$ cat config.mk
export PLATFORM = sky130hd
export DESIGN_NAME = wrc_top
export DESIGN_NICKNAME = d
export VERILOG_FILES = /design/src/wrc_pkg.sv /design/src/wrc_tk_if.sv /design/src/wrc_div.sv /design/src/wrc_itimer.sv /design/src/wrc_top.sv
export VERILOG_INCLUDE_DIRS = /design/src
export SDC_FILE = /design/constraint.sdc
export NUM_CORES = 1
export LEC_CHECK = 0
export BUFFER_PORTS_ARGS = -buffer_cell sky130_fd_sc_hd__buf_2
export CAP_MARGIN = 20
export CORE_MARGIN = 2
export CORE_UTILIZATION = 50
export CTS_BUF_LIST = sky130_fd_sc_hd__clkbuf_2
export CTS_CLUSTER_SIZE = 40
export DETAILED_ROUTE_END_ITERATION = 7
export GPL_TIMING_DRIVEN = 0
export HOLD_SLACK_MARGIN = 0.1
export PLACE_DENSITY = 0.68
export SYNTH_ARGS = -nofsm -noshare
export SYNTH_HDL_FRONTEND = slang
export SYNTH_HIERARCHICAL = 1
export SYNTH_SLANG_ARGS = --single-unit
$ cat constraint.sdc
create_clock -name mclk_i -period 6.8 [get_ports mclk_i]
set_input_delay 0.34 -clock mclk_i [delete_from_list [all_inputs] [get_ports mclk_i]]
set_output_delay 0.34 -clock mclk_i [all_outputs]
set_load 0.1 [all_outputs]
$ cat src/wrc_consts.svh
// Constants for the wake-up and resume controller
// Notes on behaviour
// Wake event sets its own wake flag
// Unmasked event wakes or resumes into Run
// Writing one clears that wake flag
// Wake flags never clear themselves
// Thermal release and interval timer unmaskable
// Masked event never wakes or resumes
// Timers resume Idle; sampling and interval also Stand-By
// Sampling timer sets flag, resumes Idle and Stand-By
// Sampling timer reloads itself each period
// Sampling timer ticks at 90 kHz
// Interval timer runs from reset, never disabled
// 9 bit pre-counter feeds 12 bit post-counter
// Pre-counter counts in every state
// Three 10 bit monitor counters, zero disables
// Monitor counters ticked by the pre-counter
// Monitor elapse sets its pending flag
// Elapse in Power Down starts the scheduler
// Elapse elsewhere only sets pending flag
// Limit violation sets monitor flag and wakes
// After violation wake, skip lower priorities
// Software clears monitor and leftover pending flags
// Other wakes wait for current monitor task
// Zero writes and mask writes keep flags
// Masked events still set their flag
`ifndef WRC_CONSTS_SVH
`define WRC_CONSTS_SVH
`define WRC_CLK_HZ 50000000
`define WRC_LP_HZ 2200
`define WRC_MP_HZ 90000
`define WRC_PRE_W 9
`define WRC_POST_W 12
`define WRC_MON_W 10
`define WRC_SMP_W 16
`define WRC_LIM_W 16
`define WRC_NEV 10
`define WRC_NMON 3
`define WRC_B_IT 0
`define WRC_B_GPT 1
`define WRC_B_SMP 3
`define WRC_B_LF 4
`define WRC_B_MON 5
`define WRC_B_PIN 8
`define WRC_B_TSD 9
`define WRC_UNMASKABLE 10'h201
`define WRC_MON_BITS 10'h0e0
`define WRC_EL_IDLE 10'h11f
`define WRC_EL_STBY 10'h119
`define WRC_EL_PDN 10'h111
`define WRC_EL_MON 10'h1f1
`define WRC_EL_TSD 10'h200
`define WRC_A_FLAG 8'h00
`define WRC_A_MASK 8'h04
`define WRC_A_STATE 8'h08
`define WRC_A_SMP 8'h0c
`define WRC_A_IT 8'h10
`define WRC_A_MPRE 8'h14
`define WRC_A_MPEND 8'h18
`define WRC_A_PRIO 8'h1c
`define WRC_A_LIM 8'h20
`define WRC_A_PIN 8'h2c
`define WRC_SMP_EN 31
`define WRC_ST_BUSY 4
`define WRC_MASK_RST 10'h000
`define WRC_IT_RST 12'hfff
`define WRC_PRIO_RST 6'h24
`define WRC_LIM_RST 32'hffff0000
`endif

$ cat src/wrc_pkg.sv
// Types shared by the wake-up and resume controller
package wrc_pkg;
	typedef enum logic [2:0] {
		ST_RUN = 3'b000,
		ST_IDLE = 3'b001,
		ST_STBY = 3'b010,
		ST_PDN = 3'b011,
		ST_TSD = 3'b100,
		ST_MON = 3'b101
	} wrc_state_t;
	typedef enum logic [1:0] {
		SC_IDLE = 2'b00,
		SC_PICK = 2'b01,
		SC_MEAS = 2'b10,
		SC_CMP = 2'b11
	} wrc_sch_t;
endpackage

$ cat src/wrc_tk_if.sv
// Interval timer ticks between the timer and the controller core
`include "wrc_consts.svh"
interface wrc_tk_if;
	logic pre_tick;
	logic it_evt;
	logic [`WRC_POST_W-1:0] it_reload;
	modport tmr(input it_reload, output pre_tick, output it_evt);
	modport core(output it_reload, input pre_tick, input it_evt);
endinterface

$ cat src/wrc_div.sv
// Clock-enable divider standing in for a slow RC oscillator
`include "wrc_consts.svh"
module wrc_div #(
	parameter int DIV = 2
) (
	input wire logic mclk_i,
	input wire logic rst_n_i,
	output logic tick_o
);
	localparam int W = $clog2(DIV);
	logic [W-1:0] cnt_r;
	logic last;

	if (DIV < 2) begin : g_bad
		$error("wrc_div: DIV must be at least 2");
	end

	assign last = (cnt_r == W'(DIV - 1));

	always_ff @(posedge mclk_i or negedge rst_n_i) begin
		if (!rst_n_i) begin
			cnt_r <= '0;
			tick_o <= 1'h0;
		end else begin
			tick_o <= last;
			cnt_r <= last ? '0 : W'(cnt_r + 1'h1);
		end
	end

	a_div_rate: assert property (@(posedge mclk_i) disable iff (!rst_n_i)
		tick_o |-> $past(cnt_r) == W'(DIV - 1))
		else $error("divider tick off rate");
endmodule

$ cat src/wrc_itimer.sv
// Interval timer: free pre-counter on the low-power tick plus reloading post-counter
`include "wrc_consts.svh"
module wrc_itimer #(
	parameter int LP_DIV = `WRC_CLK_HZ / `WRC_LP_HZ
) (
	input wire logic mclk_i,
	input wire logic rst_n_i,
	wrc_tk_if.tmr tk
);
	logic lp_tick;
	logic [`WRC_PRE_W-1:0] pre_r;
	logic [`WRC_POST_W-1:0] post_r;

	wrc_div #(.DIV(LP_DIV)) u_lp (.mclk_i(mclk_i), .rst_n_i(rst_n_i), .tick_o(lp_tick));

	// No enable input at all: the timer cannot be stopped
	always_ff @(posedge mclk_i or negedge rst_n_i) begin
		if (!rst_n_i) begin
			pre_r <= '0;
			tk.pre_tick <= 1'h0;
		end else begin
			if (lp_tick) begin
				pre_r <= `WRC_PRE_W'(pre_r + 1'h1);
			end
			tk.pre_tick <= lp_tick && (&pre_r);
		end
	end

	always_ff @(posedge mclk_i or negedge rst_n_i) begin
		if (!rst_n_i) begin
			post_r <= `WRC_IT_RST;
			tk.it_evt <= 1'h0;
		end else begin
			tk.it_evt <= tk.pre_tick && (post_r == '0);
			// A shorter reload cuts the running count short, so a new interval
			// need not wait out the remainder of a long old one
			if (tk.pre_tick) begin
				if (post_r == '0 || post_r > tk.it_reload) begin
					post_r <= tk.it_reload;
				end else begin
					post_r <= `WRC_POST_W'(post_r - 1'h1);
				end
			end
		end
	end

	a_pre_free: assert property (@(posedge mclk_i) disable iff (!rst_n_i)
		lp_tick |=> pre_r == $past(pre_r) + 1'h1)
		else $error("pre-counter missed a tick");
	a_post_clock: assert property (@(posedge mclk_i) disable iff (!rst_n_i)
		tk.it_evt |-> $past(tk.pre_tick) && $past(post_r) == '0)
		else $error("interval event without pre-counter wrap");
endmodule

$ cat src/wrc_top.sv
// Wake-up and resume controller: bus slave, wake flags, timers, monitor scheduler
`include "wrc_consts.svh"
module wrc_top
	import wrc_pkg::*;
#(
	parameter int LP_DIV = `WRC_CLK_HZ / `WRC_LP_HZ,
	parameter int MP_DIV = `WRC_CLK_HZ / `WRC_MP_HZ
) (
	input wire logic mclk_i,
	input wire logic rst_n_i,
	input wire logic [7:0] avs_address_i,
	input wire logic avs_read_i,
	input wire logic avs_write_i,
	input wire logic [31:0] avs_writedata_i,
	input wire logic [3:0] avs_byteenable_i,
	output logic [31:0] avs_readdata_o,
	output logic avs_waitrequest_o,
	input wire logic [1:0] gpt_evt_i,
	input wire logic lf_evt_i,
	input wire logic wake_pin_a_i,
	input wire logic wake_pin_b_i,
	input wire logic temp_ok_i,
	output logic meas_req_o,
	output logic [1:0] meas_sel_o,
	input wire logic meas_done_i,
	input wire logic [`WRC_LIM_W-1:0] meas_val_i,
	output logic wake_o,
	output logic resume_o,
	output logic [2:0] state_o
);
	localparam int NEV = `WRC_NEV;
	localparam int NM = `WRC_NMON;
	localparam int MW = `WRC_MON_W;

	if (LP_DIV < 2 || MP_DIV < 2) begin : g_bad
		$error("wrc_top: dividers must be at least 2");
	end

	////////////////////////////////////////////////////////////////////////////
	function automatic logic [31:0] be_mask(input logic [3:0] be);
		logic [31:0] m;
		m = '0;
		for (int i = 0; i < 4; i++) begin
			m[8*i +: 8] = {8{be[i]}};
		end
		return m;
	endfunction

	function automatic logic [31:0] upd(input logic [31:0] o, input logic [31:0] d,
		input logic [31:0] m);
		return (o & ~m) | (d & m);
	endfunction

	function automatic logic [NEV-1:0] elig_f(input wrc_state_t s);
		case (s)
			ST_IDLE: elig_f = `WRC_EL_IDLE;
			ST_STBY: elig_f = `WRC_EL_STBY;
			ST_PDN: elig_f = `WRC_EL_PDN;
			ST_MON: elig_f = `WRC_EL_MON;
			ST_TSD: elig_f = `WRC_EL_TSD;
			default: elig_f = '0;
		endcase
	endfunction

	function automatic logic [NM-1:0] onehot(input logic [1:0] s);
		return NM'(3'h1 << s);
	endfunction

	////////////////////////////////////////////////////////////////////////////
	wrc_tk_if tk();
	wrc_state_t st_r;
	wrc_sch_t sc_r;
	logic mp_tick;
	logic wait_r;
	logic [31:0] rdata_r, rd_v, wm;
	logic wr_acc;
	logic [NEV-1:0] flags_r, mask_r, mask_eff, ev, flag_clr, go_v, go_ext;
	logic [NM-1:0] pend_r, pend_set, pend_clr;
	logic [`WRC_SMP_W-1:0] smp_per_r, smp_cnt_r;
	logic smp_en_r, smp_evt, smp_run;
	logic [`WRC_POST_W-1:0] it_rl_r;
	logic [NM*MW-1:0] mpre_r;
	logic [2*NM-1:0] prio_r;
	logic [31:0] lim_r [NM];
	logic [MW-1:0] mcnt_r [NM];
	logic pin_en_r, pin_sel_r, pin_evt;
	logic pa_s1, pa_s2, pa_s3, pb_s1, pb_s2, pb_s3, tp_s1, tp_s2;
	logic [1:0] sel_r, pick_q;
	logic [`WRC_LIM_W-1:0] val_r;
	logic pick_ok, viol, mon_hit, mon_go, wpend_r, st_wr;

	wrc_itimer #(.LP_DIV(LP_DIV)) u_it (.mclk_i(mclk_i), .rst_n_i(rst_n_i), .tk(tk.tmr));
	wrc_div #(.DIV(MP_DIV)) u_mp (.mclk_i(mclk_i), .rst_n_i(rst_n_i), .tick_o(mp_tick));

	assign tk.it_reload = it_rl_r;
	assign avs_readdata_o = rdata_r;
	assign avs_waitrequest_o = wait_r;
	assign state_o = st_r;
	assign meas_sel_o = sel_r;

	////////////////////////////////////////////////////////////////////////////
	// Pins and the temperature detector are asynchronous
	always_ff @(posedge mclk_i or negedge rst_n_i) begin
		if (!rst_n_i) begin
			{pa_s1, pa_s2, pa_s3} <= 3'h0;
			{pb_s1, pb_s2, pb_s3} <= 3'h0;
			{tp_s1, tp_s2} <= 2'h0;
		end else begin
			{pa_s1, pa_s2, pa_s3} <= {wake_pin_a_i, pa_s1, pa_s2};
			{pb_s1, pb_s2, pb_s3} <= {wake_pin_b_i, pb_s1, pb_s2};
			{tp_s1, tp_s2} <= {temp_ok_i, tp_s1};
		end
	end

	assign pin_evt = pin_en_r && (pin_sel_r ? (pb_s2 && !pb_s3) : (pa_s2 && !pa_s3));

	////////////////////////////////////////////////////////////////////////////
	// Avalon slave: one wait cycle, then waitrequest low for exactly one cycle
	assign wr_acc = avs_write_i && !wait_r;
	assign wm = be_mask(avs_byteenable_i);
	assign st_wr = wr_acc && avs_address_i == `WRC_A_STATE && avs_byteenable_i[0];

	always_ff @(posedge mclk_i or negedge rst_n_i) begin
		if (!rst_n_i) begin
			wait_r <= 1'h1;
			rdata_r <= '0;
		end else begin
			wait_r <= !(wait_r && (avs_read_i || avs_write_i));
			if (wait_r && avs_read_i) begin
				rdata_r <= rd_v;
			end
		end
	end

	always_comb begin
		rd_v = '0;
		case (avs_address_i)
			`WRC_A_FLAG: rd_v[NEV-1:0] = flags_r;
			`WRC_A_MASK: rd_v[NEV-1:0] = mask_eff;
			`WRC_A_STATE: rd_v = {27'h0, sc_r != SC_IDLE, 1'h0, st_r};
			`WRC_A_SMP: rd_v = {smp_en_r, 15'h0, smp_per_r};
			`WRC_A_IT: rd_v[`WRC_POST_W-1:0] = it_rl_r;
			`WRC_A_MPRE: rd_v[NM*MW-1:0] = mpre_r;
			`WRC_A_MPEND: rd_v[NM-1:0] = pend_r;
			`WRC_A_PRIO: rd_v[2*NM-1:0] = prio_r;
			`WRC_A_PIN: rd_v[1:0] = {pin_sel_r, pin_en_r};
			default: begin
				for (int i = 0; i < NM; i++) begin
					if (avs_address_i == 8'(`WRC_A_LIM + 4 * i)) begin
						rd_v = lim_r[i];
					end
				end
			end
		endcase
	end

	// Configuration registers
	always_ff @(posedge mclk_i or negedge rst_n_i) begin
		if (!rst_n_i) begin
			mask_r <= `WRC_MASK_RST;
			smp_en_r <= 1'h0;
			smp_per_r <= '0;
			it_rl_r <= `WRC_IT_RST;
			mpre_r <= '0;
			prio_r <= `WRC_PRIO_RST;
			pin_en_r <= 1'h0;
			pin_sel_r <= 1'h0;
			for (int i = 0; i < NM; i++) begin
				lim_r[i] <= `WRC_LIM_RST;
			end
		end else if (wr_acc) begin
			case (avs_address_i)
				`WRC_A_MASK: mask_r <= NEV'(upd(32'(mask_r), avs_writedata_i, wm));
				`WRC_A_SMP: begin
					smp_per_r <= `WRC_SMP_W'(upd(32'(smp_per_r), avs_writedata_i, wm));
					if (wm[`WRC_SMP_EN]) begin
						smp_en_r <= avs_writedata_i[`WRC_SMP_EN];
					end
				end
				`WRC_A_IT: it_rl_r <= `WRC_POST_W'(upd(32'(it_rl_r), avs_writedata_i, wm));
				`WRC_A_MPRE: mpre_r <= (NM*MW)'(upd(32'(mpre_r), avs_writedata_i, wm));
				`WRC_A_PRIO: prio_r <= (2*NM)'(upd(32'(prio_r), avs_writedata_i, wm));
				`WRC_A_PIN: begin
					if (wm[0]) begin
						{pin_sel_r, pin_en_r} <= avs_writedata_i[1:0];
					end
				end
				default: begin
					for (int i = 0; i < NM; i++) begin
						if (avs_address_i == 8'(`WRC_A_LIM + 4 * i)) begin
							lim_r[i] <= upd(lim_r[i], avs_writedata_i, wm);
						end
					end
				end
			endcase
		end
	end

	////////////////////////////////////////////////////////////////////////////
	// Event vector, masking and state eligibility
	assign mask_eff = mask_r & ~`WRC_UNMASKABLE;
	assign viol = val_r < lim_r[sel_r][`WRC_LIM_W-1:0] || val_r > lim_r[sel_r][31:16];
	assign mon_hit = (sc_r == SC_CMP) && viol;

	always_comb begin
		ev = '0;
		ev[`WRC_B_IT] = tk.it_evt;
		ev[`WRC_B_GPT +: 2] = gpt_evt_i;
		ev[`WRC_B_SMP] = smp_evt;
		ev[`WRC_B_LF] = lf_evt_i;
		ev[`WRC_B_MON +: NM] = mon_hit ? onehot(sel_r) : '0;
		ev[`WRC_B_PIN] = pin_evt;
		ev[`WRC_B_TSD] = (st_r == ST_TSD) && tp_s2;
	end

	assign go_v = ev & ~mask_eff & elig_f(st_r);
	assign go_ext = go_v & ~`WRC_MON_BITS;
	assign mon_go = |(go_v & `WRC_MON_BITS);
	assign flag_clr = (wr_acc && avs_address_i == `WRC_A_FLAG) ?
		avs_writedata_i[NEV-1:0] & wm[NEV-1:0] : '0;

	// Set wins over a clear in the same cycle; flags drop only on a one written
	always_ff @(posedge mclk_i or negedge rst_n_i) begin
		if (!rst_n_i) begin
			flags_r <= '0;
		end else begin
			flags_r <= (flags_r & ~flag_clr) | ev;
		end
	end

	////////////////////////////////////////////////////////////////////////////
	// Sampling timer: period is smp_per_r + 1 ticks of the medium-power tick
	assign smp_run = st_r == ST_RUN || st_r == ST_IDLE || st_r == ST_STBY;
	assign smp_evt = smp_en_r && mp_tick && smp_run && smp_cnt_r == '0;

	always_ff @(posedge mclk_i or negedge rst_n_i) begin
		if (!rst_n_i) begin
			smp_cnt_r <= '0;
		end else if (!smp_en_r) begin
			smp_cnt_r <= smp_per_r;
		end else if (mp_tick && smp_run) begin
			smp_cnt_r <= (smp_cnt_r == '0) ? smp_per_r : `WRC_SMP_W'(smp_cnt_r - 1'h1);
		end
	end

	////////////////////////////////////////////////////////////////////////////
	// Monitor interval counters, one per quantity
	for (genvar g = 0; g < NM; g++) begin : g_mon
		logic [MW-1:0] pre_v;
		assign pre_v = mpre_r[g*MW +: MW];
		assign pend_set[g] = tk.pre_tick && pre_v != '0 && mcnt_r[g] == MW'(1);

		always_ff @(posedge mclk_i or negedge rst_n_i) begin
			if (!rst_n_i) begin
				mcnt_r[g] <= '0;
			end else if (pre_v == '0) begin
				mcnt_r[g] <= '0;
			end else if (mcnt_r[g] == '0) begin
				mcnt_r[g] <= pre_v;
			end else if (tk.pre_tick) begin
				mcnt_r[g] <= (mcnt_r[g] == MW'(1)) ? pre_v : MW'(mcnt_r[g] - 1'h1);
			end
		end

		a_mon_off: assert property (@(posedge mclk_i) disable iff (!rst_n_i)
			pre_v == '0 |-> !pend_set[g])
			else $error("disabled monitor raised pending");
	end

	assign pend_clr = ((wr_acc && avs_address_i == `WRC_A_MPEND) ?
		avs_writedata_i[NM-1:0] & wm[NM-1:0] : '0) | ((sc_r == SC_CMP) ? onehot(sel_r) : '0);

	always_ff @(posedge mclk_i or negedge rst_n_i) begin
		if (!rst_n_i) begin
			pend_r <= '0;
		end else begin
			pend_r <= (pend_r & ~pend_clr) | pend_set;
		end
	end

	////////////////////////////////////////////////////////////////////////////
	// Scheduler pick: first pending quantity in programmed order
	always_comb begin
		logic [1:0] q;
		q = '0;
		pick_ok = 1'h0;
		pick_q = '0;
		for (int k = 0; k < NM; k++) begin
			q = prio_r[2*k +: 2];
			if (!pick_ok && q < 2'h3 && pend_r[q]) begin
				pick_ok = 1'h1;
				pick_q = q;
			end
		end
	end

	// Wakes during a monitor task are held until the task is done
	always_ff @(posedge mclk_i or negedge rst_n_i) begin
		if (!rst_n_i) begin
			wpend_r <= 1'h0;
		end else if (st_r != ST_MON) begin
			wpend_r <= 1'h0;
		end else if (|go_ext) begin
			wpend_r <= 1'h1;
		end
	end

	always_ff @(posedge mclk_i or negedge rst_n_i) begin
		if (!rst_n_i) begin
			sc_r <= SC_IDLE;
			sel_r <= '0;
			val_r <= '0;
			meas_req_o <= 1'h0;
		end else begin
			meas_req_o <= 1'h0;
			case (sc_r)
				SC_IDLE: begin
					if (st_r == ST_PDN && !(|go_v) && |pend_set) begin
						sc_r <= SC_PICK;
					end
				end
				SC_PICK: begin
					if (wpend_r || |go_ext || !pick_ok) begin
						sc_r <= SC_IDLE;
					end else begin
						sel_r <= pick_q;
						meas_req_o <= 1'h1;
						sc_r <= SC_MEAS;
					end
				end
				SC_MEAS: begin
					if (meas_done_i) begin
						val_r <= meas_val_i;
						sc_r <= SC_CMP;
					end
				end
				SC_CMP: sc_r <= mon_go ? SC_IDLE : SC_PICK;
				default: sc_r <= SC_IDLE;
			endcase
		end
	end

	////////////////////////////////////////////////////////////////////////////
	// Device state; software enters low-power states only from Run
	always_ff @(posedge mclk_i or negedge rst_n_i) begin
		if (!rst_n_i) begin
			st_r <= ST_RUN;
			wake_o <= 1'h0;
			resume_o <= 1'h0;
		end else begin
			wake_o <= 1'h0;
			resume_o <= 1'h0;
			case (st_r)
				ST_RUN: begin
					if (st_wr && avs_writedata_i[2:0] inside {ST_IDLE, ST_STBY, ST_PDN, ST_TSD}) begin
						st_r <= wrc_state_t'(avs_writedata_i[2:0]);
					end
				end
				ST_IDLE, ST_STBY: begin
					if (|go_v) begin
						st_r <= ST_RUN;
						resume_o <= 1'h1;
					end
				end
				ST_PDN: begin
					if (|go_v) begin
						st_r <= ST_RUN;
						wake_o <= 1'h1;
					end else if (|pend_set) begin
						st_r <= ST_MON;
					end
				end
				ST_MON: begin
					if (sc_r == SC_PICK && (wpend_r || |go_ext)) begin
						st_r <= ST_RUN;
						wake_o <= 1'h1;
					end else if (sc_r == SC_CMP && mon_go) begin
						st_r <= ST_RUN;
						wake_o <= 1'h1;
					end else if (sc_r == SC_PICK && !pick_ok) begin
						st_r <= ST_PDN;
					end
				end
				ST_TSD: begin
					if (|go_v) begin
						st_r <= ST_RUN;
						wake_o <= 1'h1;
					end
				end
				default: st_r <= ST_RUN;
			endcase
		end
	end

	////////////////////////////////////////////////////////////////////////////
	a_flag_set: assert property (@(posedge mclk_i) disable iff (!rst_n_i)
		|ev |=> (flags_r & $past(ev)) == $past(ev))
		else $error("event did not set its flag");
	a_flag_sticky: assert property (@(posedge mclk_i) disable iff (!rst_n_i)
		1'h1 |=> (flags_r & $past(flags_r & ~flag_clr)) == $past(flags_r & ~flag_clr))
		else $error("wake flag cleared itself");
	a_mask_keep: assert property (@(posedge mclk_i) disable iff (!rst_n_i)
		wr_acc && avs_address_i == `WRC_A_MASK |=> (flags_r & $past(flags_r)) == $past(flags_r))
		else $error("mask write changed flags");
	a_it_unmask: assert property (@(posedge mclk_i) disable iff (!rst_n_i)
		st_r == ST_PDN && tk.it_evt |=> st_r == ST_RUN && wake_o)
		else $error("interval timer did not wake");
	a_mask_block: assert property (@(posedge mclk_i) disable iff (!rst_n_i)
		st_r == ST_IDLE && ev == NEV'(1 << `WRC_B_GPT) && mask_r[`WRC_B_GPT] |=> st_r == ST_IDLE)
		else $error("masked timer resumed");
	a_gpt_stby: assert property (@(posedge mclk_i) disable iff (!rst_n_i)
		st_r == ST_STBY && (ev & ~NEV'(3 << `WRC_B_GPT)) == '0 |=> st_r == ST_STBY)
		else $error("general timer resumed Stand-By");
	a_smp_reload: assert property (@(posedge mclk_i) disable iff (!rst_n_i)
		smp_evt |=> smp_cnt_r == $past(smp_per_r) && flags_r[`WRC_B_SMP])
		else $error("sampling timer did not restart");
	a_mon_start: assert property (@(posedge mclk_i) disable iff (!rst_n_i)
		st_r == ST_PDN && |pend_set && !(|go_v) |=> st_r == ST_MON && sc_r == SC_PICK)
		else $error("scheduler did not start");
	a_meas_pdn: assert property (@(posedge mclk_i) disable iff (!rst_n_i)
		meas_req_o |-> $past(st_r) == ST_MON && st_r == ST_MON)
		else $error("measurement outside monitor run");
	a_viol_wake: assert property (@(posedge mclk_i) disable iff (!rst_n_i)
		mon_go |=> st_r == ST_RUN && wake_o && sc_r == SC_IDLE)
		else $error("violation did not wake");
	a_task_whole: assert property (@(posedge mclk_i) disable iff (!rst_n_i)
		sc_r == SC_MEAS |=> st_r == ST_MON)
		else $error("monitor task aborted");

	c_it_wake: cover property (@(posedge mclk_i) disable iff (!rst_n_i)
		st_r == ST_PDN && tk.it_evt ##1 wake_o);
	c_mon_viol: cover property (@(posedge mclk_i) disable iff (!rst_n_i) mon_go);
	c_defer: cover property (@(posedge mclk_i) disable iff (!rst_n_i)
		sc_r == SC_MEAS && |go_ext);
	c_resume: cover property (@(posedge mclk_i) disable iff (!rst_n_i)
		st_r == ST_STBY && smp_evt ##1 resume_o);
endmodule

# --- After elaboration in Yosys (flattened, before gate mapping) ---
# Cells that the tools add are included.
# W data, S select, Z words.
word_totals:
  wordCells: 300
  reg_bits: 350
  in_bits: 71
classes:
  n_addsub: 8
  n_reduce_logical: 98
  bitwise_logic: 33
  shifts: 1
  n_eq_ne: 36
  muxes: 71
  magnitude_cmp: 10
ops:
  columns: ["cell", "n"]
  rows:
  - ["$mux W32", 5]
  - ["$mux W10", 14]
  - ["$and A32 B32 Y32", 4]
  - ["$or A32 B32 Y32", 3]
  - ["$bmux W32 S2", 1]
  - ["$logic_not A10 Y1", 6]
  - ["$pmux W18 S3", 1]
  - ["$and A10 B10 Y10", 5]
  - ["$pmux W10 S5", 1]
  - ["$mux W16", 3]
  - ["$logic_and A1 B1 Y1", 35]
  - ["$eq A8 B5 Y1 const B", 4]
  - ["$eq A8 B6 Y1 const B", 4]
  - ["$not A32 Y32", 1]
  - ["$and A30 B30 Y30", 1]
  - ["$eq A10 B1 Y1 const B", 3]
  - ["$mux W3", 10]
  - ["$or A30 B30 Y30", 1]
  - ["$reduce_bool A10 Y1", 3]
  - ["$sub A10 B1 Y10 const B", 3]
  - ["$pmux W3 S8", 1]
  - ["$pmux W4 S6", 1]
  - ["$or A10 B10 Y10", 2]
  - ["$pmux W2 S9", 1]
  - ["other kinds (70)", 144]

# --- Depth between registers and ports, before layout ---
depth:
  word_depth: 18
  mapped_depth: 14

# --- Modules after synthesis ---
# The synthesis kept the hierarchy.
modules_own_cells:
  columns: ["module", "n_inst", "cells_each", "area_each_um2", "seq_area_each_um2"]
  rows:
  - ["wrc_top", 1, 1424, 15212.1, 7536.0]
  - ["wrc_itimer", 1, 170, 1634.1, 590.6]
  - ["wrc_div at u_it.u_lp", 1, 68, 749.5, 400.4]
  - ["wrc_div at u_mp", 1, 44, 508.0, 275.3]

# --- Worst setup path before layout ---
# OpenSTA, ideal clock, no wires.
synth_timing:
  path_type: "reg-to-reg"
  startpoint: "register sel_r[1], in the netlist meas_sel_o[1]"
  endpoint: "register st_r[2], in the netlist state_o[2]"
  arrival_ps: 4220
  t_required_ps: 6675
  setup_ps: 125
  period_less_slack_ps: 4345
  path_slack_ps: 2455
  stages_incl_launch_ff: 15
  path_cell_list: "dfrtp_1 -> clkbuf_1 -> buf_1 -> mux2i_1 -> nor2_1 -> a21oi_1 -> ha_1 -> a211oi_1 -> o21ai_0 -> a2111oi_0 -> o311ai_0 -> a32oi_1 -> nor2_1 -> a21oi_2 -> mux2_4"
synth_via:
  elab_chain_cells: 15
  elab_cells_between_ends: 23
synth_rtl:
  columns: ["element", "line_no", "rtl"]
  rows:
  - ["from (decl)", "wrc_top.sv:88", "logic [1:0] sel_r, pick_q;"]
  - ["from (signal assigned)", "wrc_top.sv:326", "sel_r <= pick_q;"]
  - ["$not A2 Y3 (implied by the code)", "wrc_top.sv:202", "assign viol = val_r < lim_r[sel_r][`WRC_LIM_W-1:0] || val_r > lim_r[sel_r][31:16];"]
  - ["$bmux W32 S2", "wrc_top.sv:202", null]
  - ["$mux W32 (implied by the code) (2 in a row)", "wrc_top.sv:202", null]
  - ["$lt A16 B16 Y1 / $gt A16 B16 Y1 (equally long branches)", "wrc_top.sv:202", null]
  - ["$logic_or A1 B1 Y1", "wrc_top.sv:202", null]
  - ["$logic_and A1 B1 Y1", "wrc_top.sv:203", "assign mon_hit = (sc_r == SC_CMP) && viol;"]
  - ["$mux W3 *", "wrc_top.sv:211", "ev[`WRC_B_MON +: NM] = mon_hit ? onehot(sel_r) : '0;"]
  - ["$and A10 B10 Y10 * (2 in a row)", "wrc_top.sv:216", "assign go_v = ev & ~mask_eff & elig_f(st_r);"]
  - ["$reduce_or A3 Y1", "wrc_top.sv:218", "assign mon_go = |(go_v & `WRC_MON_BITS);"]
  - ["$logic_and A1 B1 Y1", "wrc_top.sv:377", "end else if (sc_r == SC_CMP && mon_go) begin"]
  - ["$mux W3", "wrc_top.sv:377", null]
  - ["$mux W3", "wrc_top.sv:374", "if (sc_r == SC_PICK && (wpend_r || |go_ext)) begin"]
  - ["$pmux W3 S4", "wrc_top.sv:353", "case (st_r)"]
  - ["to (signal assigned)", "wrc_top.sv:356", "st_r <= wrc_state_t'(avs_writedata_i[2:0]);"]
  - ["to (decl)", "wrc_top.sv:71", "wrc_state_t st_r;"]
# Every way passes the cells marked *; elsewhere a longest branch is shown, timed or not. The select of a mux whose other input is x is not followed.
# A chain may end at the register's enable or synchronous reset.

# --- Worst setup path in the final report ---
# Ends and elaborated chain as after synthesis.

==> qor.csv <==
stage,metric,value,unit
run_status,run status,finished with violations,
run_status,violated checks,DRC,
timing,final setup vio count,0,
clock_network,cts bufs inserted,93,
grt,initial antenna violation count,2,
setup_path,Setup CP Type,flip-flop to flip-flop,
synthesis,Syn Area/Cell,10.6,um^2
synthesis,synth unique cells,82,
grt,vias in the first global route,15400,
power_and_ir_drop,Leak,9.60,nW
timing,Final WS setup,1.34,ns
synthesis,Yosys reg bits,348,
setup_path,Critical Path Start Type,flip-flop,
routing,total iterations of the first detailed-routing run,8,
finish,final core occ,60.1,%
timing,clk_skew,0.0682,ns
die,core area,35700,um^2
finish,Syn-to-layout area delta,18.4,%
timing,Final min period,5.46,ns
routing,DR vias/cell,6.07,
synthesis,"Seq/Total Area, Yosys",48.6,%
clock_network,clock slew at reported path FFs,0.12,ns
finish,multi-input logic area,8840,um^2
die,die width,194,um
run,Max Cap Viol,0,
synthesis,fraction of registers with async set/reset,100,%
synthesis,Mapped Area,18100,um^2
routing,via count,15600,
die,I/O Pins,112,
timing,final slew viol count,0,
clock_network,CTS Sinks,348,
place,Detail Placement HPWL,38300,um
timing,f_max,183,MHz
routing,# DRC,12,
timing,Setup TNS,0,ns
clock_network,post-CTS setup repair buffer count,0,
place,Setup WS pre-CTS,1.52,ns
place,placed cell count,2280,
setup_path,Setup crit end kind,flip-flop,
clock_network,CTS H-tree depth,3,
power_and_ir_drop,Reg power frac,36.5,%
routing,met3 wire len,4130,um
timing,period utilization,80.4,%
setup_path,CP max stage cell,a2111oi_0,
routing,wire per inst,21.4,um
die,Starting Density,50.8,%
grt,Global Route Usage Sum,29.3,%
grt,total grt overflow,0,
timing,relative slew slack,38.0,%
setup_path,CP top delay family,compound AO/OA/AOI/OAI gates,
setup_path,"Critical Path, Cell by Cell","clkbuf_1, buf_1, mux2i_1, nor2_1, a21oi_1, ha_1, a21oi_1, o21ai_0, a2111oi_0, o311ai_0, a32oi_1, nor2_1, a21oi_2, mux2_4",
routing,Met2 Wirelength,25900,um
place,IO buf count,110,
power_and_ir_drop,Net Sw Frac,43.3,%
clock_network,CTS Buffer Depth,3,
setup_path,CP max stage delay,0.81,ns
min_path,Hold Crit Class,input pin to flip-flop,
routing,DRT iter0 DRCs,1297,
timing,Fin. Hold Viols,0,
synthesis,Yosys Warn Count,6,
finish,layout cells sized above 1,27.2,%
setup_path,WP buf/inv,2,
clock_network,TritonCTS clock tree,done,
routing,ANT nets after route,0,
setup_path,CP Max Fanout,10,
finish,register area,8800,um^2
finish,Filler cells,3066,
setup_path,arrival time at the worst endpoint,6.36,ns
place,Placer Congestion,0.913,
setup_path,CP Data Required Time,7.69,ns
routing,Max Used Layer,met4,
synthesis,Post-synth top flop,dfrtp_1,
power_and_ir_drop,Comb pwr share,40.1,%
timing,RSZ-0062 raised after global routing,no,
grt,largest net degree at the start of global routing,117,
clock_network,Skew-Pair Late Insertion Delay,1.04,ns
synthesis,Mapped Nets,1835,
finish,Finished Layout Cells,2577,
power_and_ir_drop,pwr dens,313,nW/um^2
grt,first-pass GRT wire length,86300,um
synthesis,Synth Instances,1706,
routing,drt total wl,55100,um
finish,cell area after layout,21400,um^2
power_and_ir_drop,net switching power,2.90,mW
synthesis,Post-synth EDFFs,0,
power_and_ir_drop,Clock Power Share,23.4,%
timing,Worst-Margin Slew,0.907,ns
routing,wl on met1,23100,um
die,die area,37700,um^2
die,Rows,69,
power_and_ir_drop,VDD IR max,0.298,mV
clock_network,root buffer cell,clkbuf_2,
finish,Final nets,2163,
die,Die Height,194,um
power_and_ir_drop,Int Pwr,3.80,mW
place,DP Area,19300,um^2
-- cells by family after synthesis --
family,Yosys count,share of synthesized area [%]
adders and majority gates,58,4.01
DFF,348,48.6
xor gates and xnor gates,30,1.45
and+or+nand+nor,510,14.2
buffers and inverters,119,2.54
muxes,226,13.8
AOI/OAI and AO/OA,415,15.3
-- layout by cell type, fill, tap and decap left out, types with 35 or more instances in the layout --
master / instances
dfrtp_1: 273
mux2_2: 190
nor2_1: 159
clkbuf_2: 154
nand2_1: 131
buf_2: 119
dlygate4sd3_1: 119
a21oi_1: 115
dfstp_2: 75
o21ai_0: 66
ha_1: 58
clkbuf_1: 56
inv_1: 45
a22oi_1: 45
nor3_1: 42
nand3_1: 37
mux2i_1: 35
-- per-layer routing --
| layer | vias up | track usage, % |
|---|---|---|
| li1 | 7066 | - |
| met1 | 7734 | 38.9 |
| met2 | 692 | 47.0 |
| met3 | 155 | 5.97 |
| met4 | 0 | 12.3 |
| met5 | - | 0 |
-- power by group through the flow --
stage                     logic [mW]  registers (mW)  clock network [mW]
after global routing            2.99            2.46                1.72
after floorplan                 1.62            2.75                   0
after CTS                       2.65            2.44                1.60
after global placement          2.50            2.48                   0
after detailed placement        2.57            2.48                   0
final                           2.69            2.45                1.57
-- stage by stage --
step                hold WS, ns  power (mW)
floorplan                0.0444        4.37
global placement          0.334        4.97
detailed placement        0.205        5.04
CTS                       0.101        6.70
global route             0.0831        7.17
finish                    0.163        6.70
-- tightest hold or removal path, delay by kind of cell --
family | cells | cell delay, ns
buffers and inverters | 2 | 0.65
muxes | 1 | 0.15
-- path summary, 6_finish.rpt --
kind                                     start                         end  slack [ns]  cells past startpoint
hold reg to reg                          pa_s1                       pa_s2        0.35                      0
max in group asynchronous              rst_n_i  asynchronous set/reset pin        5.15                      6
setup / recovery                 meas_sel_o[1]                  state_o[2]        1.34                     14
min in group asynchronous              rst_n_i  asynchronous set/reset pin        0.34                      4
hold / removal             avs_writedata_i[26]                   flip-flop        0.16                      3
setup reg to reg                 meas_sel_o[1]                  state_o[2]        1.34                     14
-- final cells by class --
type / count / share of cell area, %
diodes: 4 / 0.0467
plain buffers: 74 / 1.35
clock buffers: 154 / 3.59
clock inverters: 19 / 0.578
inverters: 45 / 0.788
multi-input cells: 1239 / 41.2
flip-flops and latches: 348 / 41.1
well taps: 461 / 2.69
repair buffers: 233 / 8.65
-- cell usage after synthesis, types with 13 or more instances --
cell / instances / area share [%]
dfstp_2: 75 / 11
o21ai_0: 66 / 1.8
inv_1: 45 / 0.93
a211oi_1: 24 / 1.0
nor3_1: 42 / 1.2
dfrtp_1: 273 / 38
a21oi_1: 115 / 3.2
nand3_1: 37 / 1.0
xor2_1: 13 / 0.63
nand2_1: 131 / 2.7
nand4_1: 19 / 0.66
a22oi_1: 45 / 1.9
a222oi_1: 14 / 0.77
a31oi_1: 30 / 1.0
mux2i_1: 35 / 1.9
a221oi_1: 21 / 1.0
xnor2_1: 17 / 0.82
ha_1: 58 / 4.0
a311o_1: 13 / 0.72
mux2_2: 190 / 12
clkbuf_1: 56 / 1.2
a21o_1: 14 / 0.58
nor2b_1: 18 / 0.62
nor2_1: 159 / 3.3
-- what timing repair did --
item                                    in CTS  in global routing
hold endpoints to repair                   546                  0
hold buffers                               120                  0
resized for setup                            0                  0
endpoints found under the setup margin       0                  0
Note: power is estimated with default switching activity, not from simulation.
